--- src/inc/atb_map.svh ---
// Bridge register map, reset values and address decode constants.
// Included by the package, the bridge and the bench; definitions only.
`ifndef ATB_MAP_SVH
`define ATB_MAP_SVH
`define ATB_OFF_WAIT_LOW 8'h00
`define ATB_OFF_WAIT_MID 8'h04
`define ATB_OFF_WAIT_HIGH 8'h08
`define ATB_RST_WAIT_LOW 32'h0050_0500
`define ATB_RST_WAIT_MID 32'h0000_0000
`define ATB_RST_WAIT_HIGH 32'h0050_0000
`define ATB_PAGE_LOW 16'hfffe
`define ATB_PAGE_MID 16'hffff
`define ATB_PAGE_HIGH 16'hfffd
`define ATB_SLOT_BRIDGE 4'h0
// Reserved 4KB slots per page, one bit per slot index
`define ATB_RSV_HIGH 16'h60c5
`define ATB_RSV_LOW 16'h0004
`define ATB_RSV_MID 16'h40d1
`define ATB_CARD_SLOT 4'h4
`define ATB_CARD_SLOT_B 4'h5
`define ATB_SLOT_COUNT 16
`define ATB_SEL_COUNT 52
`define ATB_SEL_CARD0 6'd48
`define ATB_HTRANS_NSEQ 2'b10
`define ATB_HRESP_OKAY 1'b0
`endif

--- src/inc/atb_pkg.sv ---
// Types shared by the bridge.
// Assumes the map header is on the include path.
`include "atb_map.svh"
package atb_pkg;
	typedef enum logic [1:0] {
		ATB_IDLE = 2'b00,
		ATB_SETUP = 2'b01,
		ATB_ACCESS = 2'b11,
		ATB_REGS = 2'b10
	} atb_state_t;
	typedef logic [31:0] atb_word_t;
	typedef logic [`ATB_SEL_COUNT-1:0] atb_sel_t;
endpackage : atb_pkg

--- src/verilog/atb_bridge.sv ---
// AHB slave to APB master bridge with per-slot APB wait insertion.
// Assumes one AHB master, single clock, APB peripherals on the same clock.
`include "atb_map.svh"

//Behaviour
// - Act as AHB slave; run each peripheral access as an APB transfer.
// - Wait code 00 gives the basic two-cycle APB access.
// - Codes 01, 10, 11 add one, two, three wait cycles.
// - Each wait register holds sixteen 2-bit codes, slot n at bits 2n+1:2n.
// - Reset values 0x00500500, zero and 0x00500000.
// - Wait code chosen by page and 4KB slot index of the address.
// - 4KB selects; card region split 2KB,2KB,1KB,1KB; reserved selects none.
// - Wait registers at offsets 0x00, 0x04, 0x08, 32-bit read/write.
module atb_bridge (
	input wire logic core_clk,
	input wire logic rst,
	input wire logic hsel,
	input wire logic [31:0] haddr,
	input wire logic [1:0] htrans,
	input wire logic hwrite,
	input wire atb_pkg::atb_word_t hwdata,
	input wire logic hreadyIn,
	output logic hreadyOut,
	output logic hresp,
	output atb_pkg::atb_word_t hrdata,
	output atb_pkg::atb_sel_t psel,
	output logic penable,
	output logic pwrite,
	output logic [31:0] paddr,
	output atb_pkg::atb_word_t pwdata,
	input wire atb_pkg::atb_word_t prdata
);
	import atb_pkg::*;

	atb_state_t stateReg, stateNext;
	atb_word_t waitLowReg, waitLowNext;
	atb_word_t waitMidReg, waitMidNext;
	atb_word_t waitHighReg, waitHighNext;
	logic [1:0] waitCntReg, waitCntNext;
	logic hreadyReg, hreadyNext;
	atb_word_t hrdataReg, hrdataNext;
	atb_sel_t pselReg, pselNext;
	logic penableReg, penableNext;
	logic pwriteReg, pwriteNext;
	logic [31:0] paddrReg, paddrNext;
	atb_word_t pwdataReg, pwdataNext;
	logic [7:0] regOffReg, regOffNext;
	logic regWrReg, regWrNext;

	logic take;
	atb_sel_t decSel;
	logic [1:0] decWait;
	logic isRegs;
	logic [15:0] page;
	logic [3:0] slot;
	atb_word_t waitWord;

	assign take = hsel && hreadyIn && htrans[1];
	assign page = haddr[31:16];
	assign slot = haddr[15:12];

	always_comb begin
		case (page)
			`ATB_PAGE_LOW: waitWord = waitLowReg;
			`ATB_PAGE_MID: waitWord = waitMidReg;
			`ATB_PAGE_HIGH: waitWord = waitHighReg;
			default: waitWord = '0;
		endcase
		decWait = waitWord[{slot, 1'b0} +: 2];
	end

	// one select per 4KB slot of each page; card slots split further
	genvar gi;
	generate
		for (gi = 0; gi < 48; gi++) begin : g_sel
			localparam logic [15:0] PG = (gi < 16) ? `ATB_PAGE_HIGH :
				(gi < 32) ? `ATB_PAGE_LOW : `ATB_PAGE_MID;
			localparam logic [15:0] RSV = (gi < 16) ? `ATB_RSV_HIGH :
				(gi < 32) ? `ATB_RSV_LOW : `ATB_RSV_MID;
			localparam logic [3:0] SL = 4'(gi % 16);
			logic isCard;
			assign isCard = (PG == `ATB_PAGE_LOW) &&
				(SL == `ATB_CARD_SLOT || SL == `ATB_CARD_SLOT_B);
			// Bridge's own slot is served internally, never on APB
			// Reserved slots never raise a select
			assign decSel[gi] = (page == PG) && (slot == SL) && !isCard &&
				!RSV[SL] &&
				!(PG == `ATB_PAGE_LOW && SL == `ATB_SLOT_BRIDGE);
		end
	endgenerate
	// Card areas: 2KB, 2KB at slot 4; 1KB, 1KB at slot 5 upper half, lower half unused
	assign decSel[`ATB_SEL_CARD0] = (page == `ATB_PAGE_LOW) &&
		(slot == `ATB_CARD_SLOT) && !haddr[11];
	assign decSel[`ATB_SEL_CARD0+1] = (page == `ATB_PAGE_LOW) &&
		(slot == `ATB_CARD_SLOT) && haddr[11];
	assign decSel[`ATB_SEL_CARD0+2] = (page == `ATB_PAGE_LOW) &&
		(slot == `ATB_CARD_SLOT_B) && (haddr[11:10] == 2'b10);
	assign decSel[`ATB_SEL_CARD0+3] = (page == `ATB_PAGE_LOW) &&
		(slot == `ATB_CARD_SLOT_B) && (haddr[11:10] == 2'b11);
	assign isRegs = (page == `ATB_PAGE_LOW) && (slot == `ATB_SLOT_BRIDGE);

	always_comb begin
		stateNext = stateReg;
		waitLowNext = waitLowReg;
		waitMidNext = waitMidReg;
		waitHighNext = waitHighReg;
		waitCntNext = waitCntReg;
		hreadyNext = hreadyReg;
		hrdataNext = hrdataReg;
		pselNext = pselReg;
		penableNext = penableReg;
		pwriteNext = pwriteReg;
		paddrNext = paddrReg;
		pwdataNext = pwdataReg;
		regOffNext = regOffReg;
		regWrNext = regWrReg;
		case (stateReg)
			ATB_IDLE: begin
				hreadyNext = 1'b1;
				// take AHB transfer, launch APB setup
				if (take && isRegs) begin
					regOffNext = haddr[7:0];
					regWrNext = hwrite;
					hreadyNext = 1'b0;
					stateNext = ATB_REGS;
				end else if (take && (decSel != '0)) begin
					pselNext = decSel;
					paddrNext = haddr;
					pwriteNext = hwrite;
					waitCntNext = decWait;
					// stall the master for the whole APB transfer
					hreadyNext = 1'b0;
					stateNext = ATB_SETUP;
				end
				else if (take) begin
					// Unmapped or reserved: zero-wait OKAY, reads as zero
					hrdataNext = '0;
				end
			end
			ATB_SETUP: begin
				// Write data phase follows the address phase on AHB
				pwdataNext = hwdata;
				penableNext = 1'b1;
				stateNext = ATB_ACCESS;
			end
			ATB_ACCESS: begin
				if (waitCntReg != 2'b00) begin
					waitCntNext = waitCntReg - 2'b01;
				end else begin
					// data and ready together in final cycle
					hrdataNext = prdata;
					hreadyNext = 1'b1;
					pselNext = '0;
					penableNext = 1'b0;
					stateNext = ATB_IDLE;
				end
			end
			ATB_REGS: begin
				hreadyNext = 1'b1;
				hrdataNext = '0;
				stateNext = ATB_IDLE;
				case (regOffReg)
					`ATB_OFF_WAIT_LOW: begin
						hrdataNext = waitLowReg;
						if (regWrReg) waitLowNext = hwdata;
					end
					`ATB_OFF_WAIT_MID: begin
						hrdataNext = waitMidReg;
						if (regWrReg) waitMidNext = hwdata;
					end
					`ATB_OFF_WAIT_HIGH: begin
						hrdataNext = waitHighReg;
						if (regWrReg) waitHighNext = hwdata;
					end
					default: hrdataNext = '0;
				endcase
			end
			default: stateNext = ATB_IDLE;
		endcase
	end

	always_ff @(posedge core_clk or posedge rst) begin
		if (rst) begin
			stateReg <= ATB_IDLE;
			waitLowReg <= `ATB_RST_WAIT_LOW;
			waitMidReg <= `ATB_RST_WAIT_MID;
			waitHighReg <= `ATB_RST_WAIT_HIGH;
			waitCntReg <= 2'b00;
			hreadyReg <= 1'b1;
			hrdataReg <= '0;
			pselReg <= '0;
			penableReg <= 1'b0;
			pwriteReg <= 1'b0;
			paddrReg <= '0;
			pwdataReg <= '0;
			regOffReg <= '0;
			regWrReg <= 1'b0;
		end else begin
			stateReg <= stateNext;
			waitLowReg <= waitLowNext;
			waitMidReg <= waitMidNext;
			waitHighReg <= waitHighNext;
			waitCntReg <= waitCntNext;
			hreadyReg <= hreadyNext;
			hrdataReg <= hrdataNext;
			pselReg <= pselNext;
			penableReg <= penableNext;
			pwriteReg <= pwriteNext;
			paddrReg <= paddrNext;
			pwdataReg <= pwdataNext;
			regOffReg <= regOffNext;
			regWrReg <= regWrNext;
		end
	end

	assign hreadyOut = hreadyReg;
	assign hresp = `ATB_HRESP_OKAY;
	assign hrdata = hrdataReg;
	assign psel = pselReg;
	assign penable = penableReg;
	assign pwrite = pwriteReg;
	assign paddr = paddrReg;
	assign pwdata = pwdataReg;

	// Helper: cycles spent in ACCESS for the current transfer
	logic [2:0] accCnt;
	always_ff @(posedge core_clk or posedge rst) begin
		if (rst) accCnt <= '0;
		else if (stateReg == ATB_ACCESS) accCnt <= accCnt + 3'd1;
		else accCnt <= '0;
	end

	chk_setup_then_enable: assert property (
		@(posedge core_clk) disable iff (rst)
		(stateReg == ATB_SETUP) |=> penable && (psel != '0))
		else $error("enable not following setup");
	chk_wait_length: assert property (
		@(posedge core_clk) disable iff (rst)
		(stateReg == ATB_IDLE && stateNext == ATB_SETUP && decWait == 2'b11)
		|=> ##1 (stateReg == ATB_ACCESS)[*4] ##1 hreadyOut)
		else $error("three-wait access length wrong");
	chk_ready_low_busy: assert property (
		@(posedge core_clk) disable iff (rst)
		penable && (stateReg == ATB_ACCESS) |-> !hreadyOut)
		else $error("ready high during APB transfer");
	chk_access_bound: assert property (
		@(posedge core_clk) disable iff (rst)
		accCnt <= 3'd4)
		else $error("APB access exceeds five cycles");
	chk_read_data: assert property (
		@(posedge core_clk) disable iff (rst)
		(stateReg == ATB_ACCESS && stateNext == ATB_IDLE)
		|=> hreadyOut && hrdata == $past(prdata))
		else $error("read data not returned at end");
	chk_one_select: assert property (
		@(posedge core_clk) disable iff (rst)
		$onehot0(psel))
		else $error("more than one select");
	chk_reg_write: assert property (
		@(posedge core_clk) disable iff (rst)
		(stateReg == ATB_REGS && regWrReg &&
			regOffReg == `ATB_OFF_WAIT_MID)
		|=> waitMidReg == $past(hwdata))
		else $error("wait register write lost");
	chk_reg_ready: assert property (
		@(posedge core_clk) disable iff (rst)
		(stateReg == ATB_REGS) |-> !hreadyOut ##1 hreadyOut)
		else $error("register access timing wrong");
endmodule : atb_bridge
--- config.mk ---
export PLATFORM = sky130hd
export DESIGN_NAME = atb_bridge
export DESIGN_NICKNAME = d
export VERILOG_FILES = /design/src/inc/atb_pkg.sv /design/src/verilog/atb_bridge.sv
export VERILOG_INCLUDE_DIRS = /design/src /design/src/inc
export SDC_FILE = /design/constraint.sdc
export NUM_CORES = 1
export LEC_CHECK = 0
export BUFFER_PORTS_ARGS = -buffer_cell sky130_fd_sc_hd__buf_4
export CAP_MARGIN = 10
export CORE_MARGIN = 5
export CORE_UTILIZATION = 59
export DETAILED_ROUTE_END_ITERATION = 12
export GPL_TIMING_DRIVEN = 0
export PLACE_DENSITY = 0.83
export SYNTH_ARGS = -nofsm -noshare
export SYNTH_HDL_FRONTEND = slang
export SYNTH_SLANG_ARGS = --single-unit
export TNS_END_PERCENT = 10
--- constraint.sdc ---
create_clock -name core_clk -period 24.1 [get_ports core_clk]
set_input_delay 4.82 -clock core_clk [delete_from_list [all_inputs] [get_ports core_clk]]
set_output_delay 4.82 -clock core_clk [all_outputs]
set_load 0.1 [all_outputs]
==> results of run 1 <==
cells in the mapped netlist (all sizes together), types with 2 or more instances:
cell / number
a2111oi: 2
a211oi: 2
a21oi: 15
a221oi: 4
a22o: 10
a22oi: 45
a32oi: 2
and2: 3
and3: 6
and4: 2
buf: 46
clkbuf: 43
dfrtp: 238
dfstp: 7
inv: 13
mux2: 144
mux2i: 43
nand2: 181
nand2b: 4
nand3: 8
nand4: 12
nand4b: 2
nor2: 11
nor2b: 7
nor3: 6
nor4: 5
o211ai: 5
o21a: 3
o21ai: 114
o22ai: 3
o31a: 2
o31ai: 5
o41ai: 2
or2: 15
or4: 7
metal layers:
layer	vias up	global-route usage	part of all wire	wire length [µm]
met5	-	0	0	0
met3	115	0.0571	0.10	3520
met1	4772	0.408	0.38	13300
met2	576	0.502	0.47	16300
met4	0	0.130	0.045	1580
li1	4225	-	-	-
flip-flops by register name, summed over array words and instances (netlist names):
| name | count |
|---|---|
| psel | 37 |
| hrdata | 32 |
| paddr | 32 |
| pwdata | 32 |
| waitHighReg | 32 |
| waitLowReg | 32 |
| waitMidReg | 32 |
| regOffReg | 8 |
| stateReg | 2 |
| waitCntReg | 2 |
| hreadyOut | 1 |
| penable | 1 |
| pwrite | 1 |
| regWrReg | 1 |
worst max-delay path, cell delays in order:
cell,delay [ps]
buf_4,80
nand4_1,370
nor4_2,820
nand2b_1,270
o211ai_1,180
a31o_2,180
buf_2,290
clkbuf_1,530
o21ai_0,210
worst min path at each step:
stage | slack, ps | endpoint | start
after floorplan | 470 | waitCntReg[0] | waitCntReg[0]
after global placement | 450 | paddr[0] | paddr[0]
after detailed placement | 450 | paddr[24] | paddr[24]
after CTS | 470 | paddr[24] | paddr[24]
after global routing | 470 | paddr[24] | paddr[24]
final | 470 | paddr[24] | paddr[24]
where the power goes:
| group | switching [mW] | internal [mW] | leakage, nW | total, mW |
|---|---|---|---|---|
| logic | 0.0651 | 0.0288 | 3.09 | 0.0939 |
| clock network | 0.161 | 0.240 | 0.420 | 0.400 |
| registers | 0.00621 | 0.420 | 3.18 | 0.426 |
| total | 0.232 | 0.688 | 6.68 | 0.920 |
cells by family after synthesis:
group / count (synthesis)
AND/OR/NAND/NOR: 272
flip-flops: 245
AO/OA/AOI/OAI: 224
multiplexers: 188
buffers and inverters: 102
adder cells (fa/ha/maj): 2
other: 1
layout make-up:
type | count | area [µm²] | share of cell area
clock buffers | 31 | 668 | 0.0462
plain buffers | 89 | 427 | 0.0295
flip-flops and latches | 245 | 6140 | 0.425
clock inverters | 14 | 176 | 0.0122
repair buffers | 237 | 1800 | 0.124
well taps | 260 | 325 | 0.0225
inverters | 13 | 56.3 | 0.00389
multi-input cells | 702 | 4870 | 0.337
per-stage QoR:
step	instance area, µm²	cells	worst slack (ps)	hold WS [ps]	power (mW)
2_1_floorplan	11500	1049	12560	473	0.493
3_3_place_gp	13500	1544	10020	451	0.524
3_5_place_dp	13600	1546	16230	454	0.526
4_1_cts	14500	1591	16770	469	0.923
5_1_grt	14500	1591	16550	475	0.948
6_report	14500	1591	16720	466	0.920
==> impl_metrics.json, run 1 <==
{
  "postRouteAntennaNets": 0,
  "h-tree-depth": 1,
  "ioPinCount": 255,
  "synth-seq-cells": 245,
  "slew_headroom": 0.309,
  "maxCapViolCount": 0,
  "cts_hold_buf": 0,
  "utilization": 0.765,
  "final.setup_skew_ps": 13.1,
  "drt_pass1_iterations": 8,
  "rr_startpoint": "regOffReg[7]",
  "die_h_um": 149,
  "dieArea_um2": 22200,
  "via_per_inst": 6.09,
  "n_fill_cell": 1255,
  "grt.overflow.total": 0,
  "coreArea_um2": 18900,
  "post_cts_buffers": 0,
  "rr_worst_depth": 7,
  "syn2layout_area_growth_pct": 26.8,
  "p_per_area_nw_per_um2": 63.7,
  "synth.area.mux_share": 0.182,
  "synth_top_family_by_area": "multiplexers",
  "synthSimpleGateAreaFrac": 0.111,
  "worstReg2RegEnd": "waitLowReg[12]",
  "grt_antenna_before_repair": 0,
  "cts_tree": "built",
  "final-max-slew-violation-count": 0,
  "synth_edf_count": 0,
  "hp-class": "flop to flop",
  "vdd_drop_max_uv": 62.5,
  "grt_max_degree": 131,
  "clock-root-buffer": "clkbuf_16",
  "worst_slew_pin_slew_ps": 1030,
  "setup_viol": 0,
  "synthDistinctLibCells": 63,
  "min_path_cells": 1,
  "crit_path_end_kind": "flop",
  "routedWlPerCell_um": 21.8,
  "hold_viol": 0,
  "routabilityCongestion": 0.979,
  "criticalPathCategory": "input pin to flop",
  "drive_gt1_frac": 0.369,
  "clockBufferDepth": 3,
  "clock_latency_ps": 530,
  "row_count": 50,
  "final_common_cell": "buf_4",
  "place_hpwl_mm": 24.9,
  "fin_crit_ps": 7380,
  "io_buffers": 235,
  "wirelength_mm": 34.7,
  "cts-resized-gates": 0,
  "grt_pass1_wl_mm": 53.8,
  "synth_warnings": 0,
  "synth_compound_area_frac": 0.125,
  "crit_fanout": 10,
  "initial_core_util": 0.604,
  "synth_xor_area_frac": 0,
  "synthesis.instances": 1034,
  "critPathRequiredTime_ps": 24470,
  "drtIter0Drc": 870,
  "synth_area_leaders": "dfrtp_1, mux2_2, nand2_1",
  "async_flop_share": 1.00,
  "leakagePower_nw": 6.68,
  "start_kind": "input pin",
  "path_clk_slew_ps": 60,
  "critPathLaunch": "haddr[21]",
  "fin_tns_setup_ps": 0,
  "synthAdderAreaFrac": 0.00197,
  "clock-sinks": 245,
  "crit_arrival_ps": 7750,
  "cts_buffers": 25,
  "synth-seq-area-share": 0.538,
  "synth_area_um2": 11400,
  "rsz0062_at_grt": "false",
  "layout_common_cells": "buf_4, dfrtp_1, nand2_1",
  "remaining_drc_errors": 0,
  "vias": 9688,
  "nets": 1417,
  "ys.flop_type": "dfrtp_1",
  "avgSynthCellArea_um2": 11.0,
  "diodes": 0,
  "track_usage": 0.308,
  "min_period_over_period": 0.306,
  "die_x_um": 149,
  "synth_top_area_share": 0.522,
  "fmax_ghz": 0.135,
  "setup.worst_path.end": "hrdata[12]",
  "synth_top_area_cell": "dfrtp_1",
  "status": "completed",
  "rrSetupSlack_ps": 21110,
  "grt_pass1_vias": 9687
}
Power figures use the tool's default switching activity.
==> inputs of run 2 (changes only) <==
--- a/config.mk
+++ b/config.mk
@@ -6,13 +6,14 @@
 export SDC_FILE = /design/constraint.sdc
 export NUM_CORES = 1
 export LEC_CHECK = 0
+export ABC_AREA = 1
 export BUFFER_PORTS_ARGS = -buffer_cell sky130_fd_sc_hd__buf_4
 export CAP_MARGIN = 10
 export CORE_MARGIN = 5
-export CORE_UTILIZATION = 59
+export CORE_UTILIZATION = 55
 export DETAILED_ROUTE_END_ITERATION = 12
 export GPL_TIMING_DRIVEN = 0
-export PLACE_DENSITY = 0.83
+export PLACE_DENSITY = 0.78
 export SYNTH_ARGS = -nofsm -noshare
 export SYNTH_HDL_FRONTEND = slang
 export SYNTH_SLANG_ARGS = --single-unit
==> constraint.sdc (replaced) <==
create_clock -name core_clk -period 7.2 [get_ports core_clk]
set_input_delay 1.44 -clock core_clk [delete_from_list [all_inputs] [get_ports core_clk]]
set_output_delay 1.44 -clock core_clk [all_outputs]
set_load 0.1 [all_outputs]
==> impl_metrics.json, run 2 <==
{
  "status": "completed",
  "layout_common_cells": "nand2_1, buf_4, dfrtp_1",
  "vias": 11300,
  "initial_core_util": 0.559,
  "synth_warnings": 0,
  "p_per_area_nw_per_um2": 387,
  "post_cts_buffers": 0,
  "crit_path_end_kind": "flop",
  "remaining_drc_errors": 0,
  "avgSynthCellArea_um2": 7.97,
  "internal_power_mw": 2.96,
  "synthDistinctLibCells": 31,
  "p_clk_frac": 0.256,
  "drive_gt1_frac": 0.208,
  "routedWlPerCell_um": 18.4,
  "maxCapViolCount": 0,
  "cts_tree": "built",
  "place_hpwl_mm": 26.1,
  "nets": 1814,
  "criticalPathCategory": "input pin to flop",
  "rrSetupSlack_ps": 4970,
  "crit_arrival_ps": 3690,
  "grt_pass1_wl_mm": 58.8,
  "finish.instance_area_um2": 14600,
  "finalPower_mw": 5.65,
  "final.setup_skew_ps": 15.9,
  "critPathRequiredTime_ps": 7590,
  "worstHoldStart": "paddr[20]",
  "hold_viol": 0,
  "combPwrFrac": 0.445,
  "coreArea_um2": 20300,
  "synthTopCellsByCount": "nand2_1, dfrtp_1, o21ai_0",
  "synth_top_area_share": 0.525,
  "seqPwrFrac": 0.299,
  "slew_headroom": 0.451,
  "synth_most_common_cell": "nand2_1",
  "clock-root-buffer": "clkbuf_16",
  "ys.flop_type": "dfrtp_1",
  "synth_area_leaders": "dfrtp_1, nand2_1, o21ai_0",
  "path_clk_slew_ps": 60,
  "ioPinCount": 255,
  "final-max-slew-violation-count": 0,
  "synth_area_um2": 11400,
  "min_period_over_period": 0.458,
  "seq_area_um2": 6140,
  "grt_antenna_before_repair": 0,
  "die_x_um": 154,
  "worst_slew_pin_slew_ps": 822,
  "fin_tns_setup_ps": 0,
  "grt_pass1_vias": 11100,
  "grt_max_degree": 42,
  "postRouteAntennaNets": 0,
  "largest_reg_flops": 37,
  "drt_pass1_iterations": 6,
  "syn2layout_area_growth_pct": 28.4,
  "wirelength_mm": 36.7,
  "synth-seq-cells": 245,
  "cts_buffers": 26,
  "clockBufferDepth": 3,
  "synth_edf_count": 0,
  "placed_area_um2": 13600,
  "critPathLaunch": "haddr[13]",
  "io_buffers": 237,
  "holdWs_ps": 466,
  "fmax_ghz": 0.304,
  "row_count": 52,
  "multiInputGateArea_um2": 4520,
  "diodes": 0,
  "track_usage": 0.305,
  "hp-class": "flop to flop",
  "fin_cells": 1998,
  "crit_fanout": 10,
  "drtIter0Drc": 987,
  "swShare": 0.475,
  "rsz0062_at_grt": "false",
  "h-tree-depth": 1,
  "rr_startpoint": "stateReg[1]",
  "routabilityCongestion": 0.995,
  "dieArea_um2": 23600,
  "die_h_um": 154,
  "grt.overflow.total": 0,
  "setup_viol": 0,
  "numPlacedInstances": 1952,
  "cts_hold_buf": 0,
  "final_common_cell": "nand2_1",
  "cts-resized-gates": 0,
  "async_flop_share": 1.00,
  "start_kind": "input pin",
  "synth-seq-area-share": 0.541,
  "fin_crit_ps": 3290,
  "switching_power_mw": 2.68,
  "via_per_inst": 5.64,
  "clock-sinks": 245,
  "leakagePower_nw": 7.54,
  "vdd_drop_max_uv": 328,
  "synth_top_area_cell": "dfrtp_1",
  "clock_latency_ps": 530,
  "n_fill_cell": 1664,
  "synthesis.instances": 1424
}
run 2: cell types whose count changed after synthesis, sizes merged, moves of 43 or more:
| cell | previous run | this run |
|---|---|---|
| inv | 13 | 65 |
| mux2 | 144 | 0 |
| mux2i | 43 | 0 |
| nand2 | 181 | 528 |
| nand3 | 8 | 100 |
| nor2 | 11 | 92 |
| o21ai | 114 | 199 |
run 2: worst max-delay path: stages:
cell	delay, ps
buf_4	100
inv_1	60
nand2_1	140
clkinv_1	350
nand2_1	300
nor3_2	80
nand2_1	150
nand2_1	130
a21oi_4	450
buf_2	350
a21oi_1	120
run 2: cell families after synthesis:
group	after synthesis	share of synthesized area
compound gates	268	0.127
fa+ha+maj	1	0.00110
buf+inv	166	0.0657
flops	245	0.541
other cells	1	0.000330
simple gates	743	0.265
run 2: path summary, 6_finish.rpt:
kind | cells after the start | to
max | 11 | hrdata[10]
min | 1 | paddr[20]
max reg2reg | 8 | waitHighReg[12]
min reg2reg | 1 | paddr[20]
max in group asynchronous | 4 | hreadyOut
min in group asynchronous | 2 | hrdata[22]
run 2: stage by stage:
stage          worst slack, ps   util
2_1_floorplan             2550      -
3_3_place_gp              1160  0.666
3_5_place_dp              3420  0.672
4_1_cts                   3930  0.718
5_1_grt                   3750  0.718
6_report                  3910  0.718
run 2: power groups by stage:
stage / combinational, mW / clock [mW] / sequential (mW)
3_3_place_gp: 2.47 / 0 / 1.70
3_5_place_dp: 2.51 / 0 / 1.71
4_1_cts: 2.52 / 1.45 / 1.69
5_1_grt: 2.64 / 1.51 / 1.72
2_1_floorplan: 0.601 / 0 / 2.99
6_report: 2.51 / 1.44 / 1.69
run 2: cell type report:
| cell class | instances | share of cell area |
|---|---|---|
| clock buffers | 40 | 0.0545 |
| clock inverters | 6 | 0.00910 |
| inverters | 72 | 0.0188 |
| repair buffers | 243 | 0.130 |
| flip-flops and latches | 245 | 0.421 |
| well taps | 270 | 0.0232 |
| plain buffers | 94 | 0.0326 |
| multi-input cells | 1028 | 0.310 |
run 2: routing by layer:
layer,vias to the layer above,track usage,share of wire
met2,633,0.504,0.48
met1,5377,0.407,0.38
met4,0,0.121,0.040
li1,5148,-,-
met5,-,0,0
met3,109,0.0489,0.093
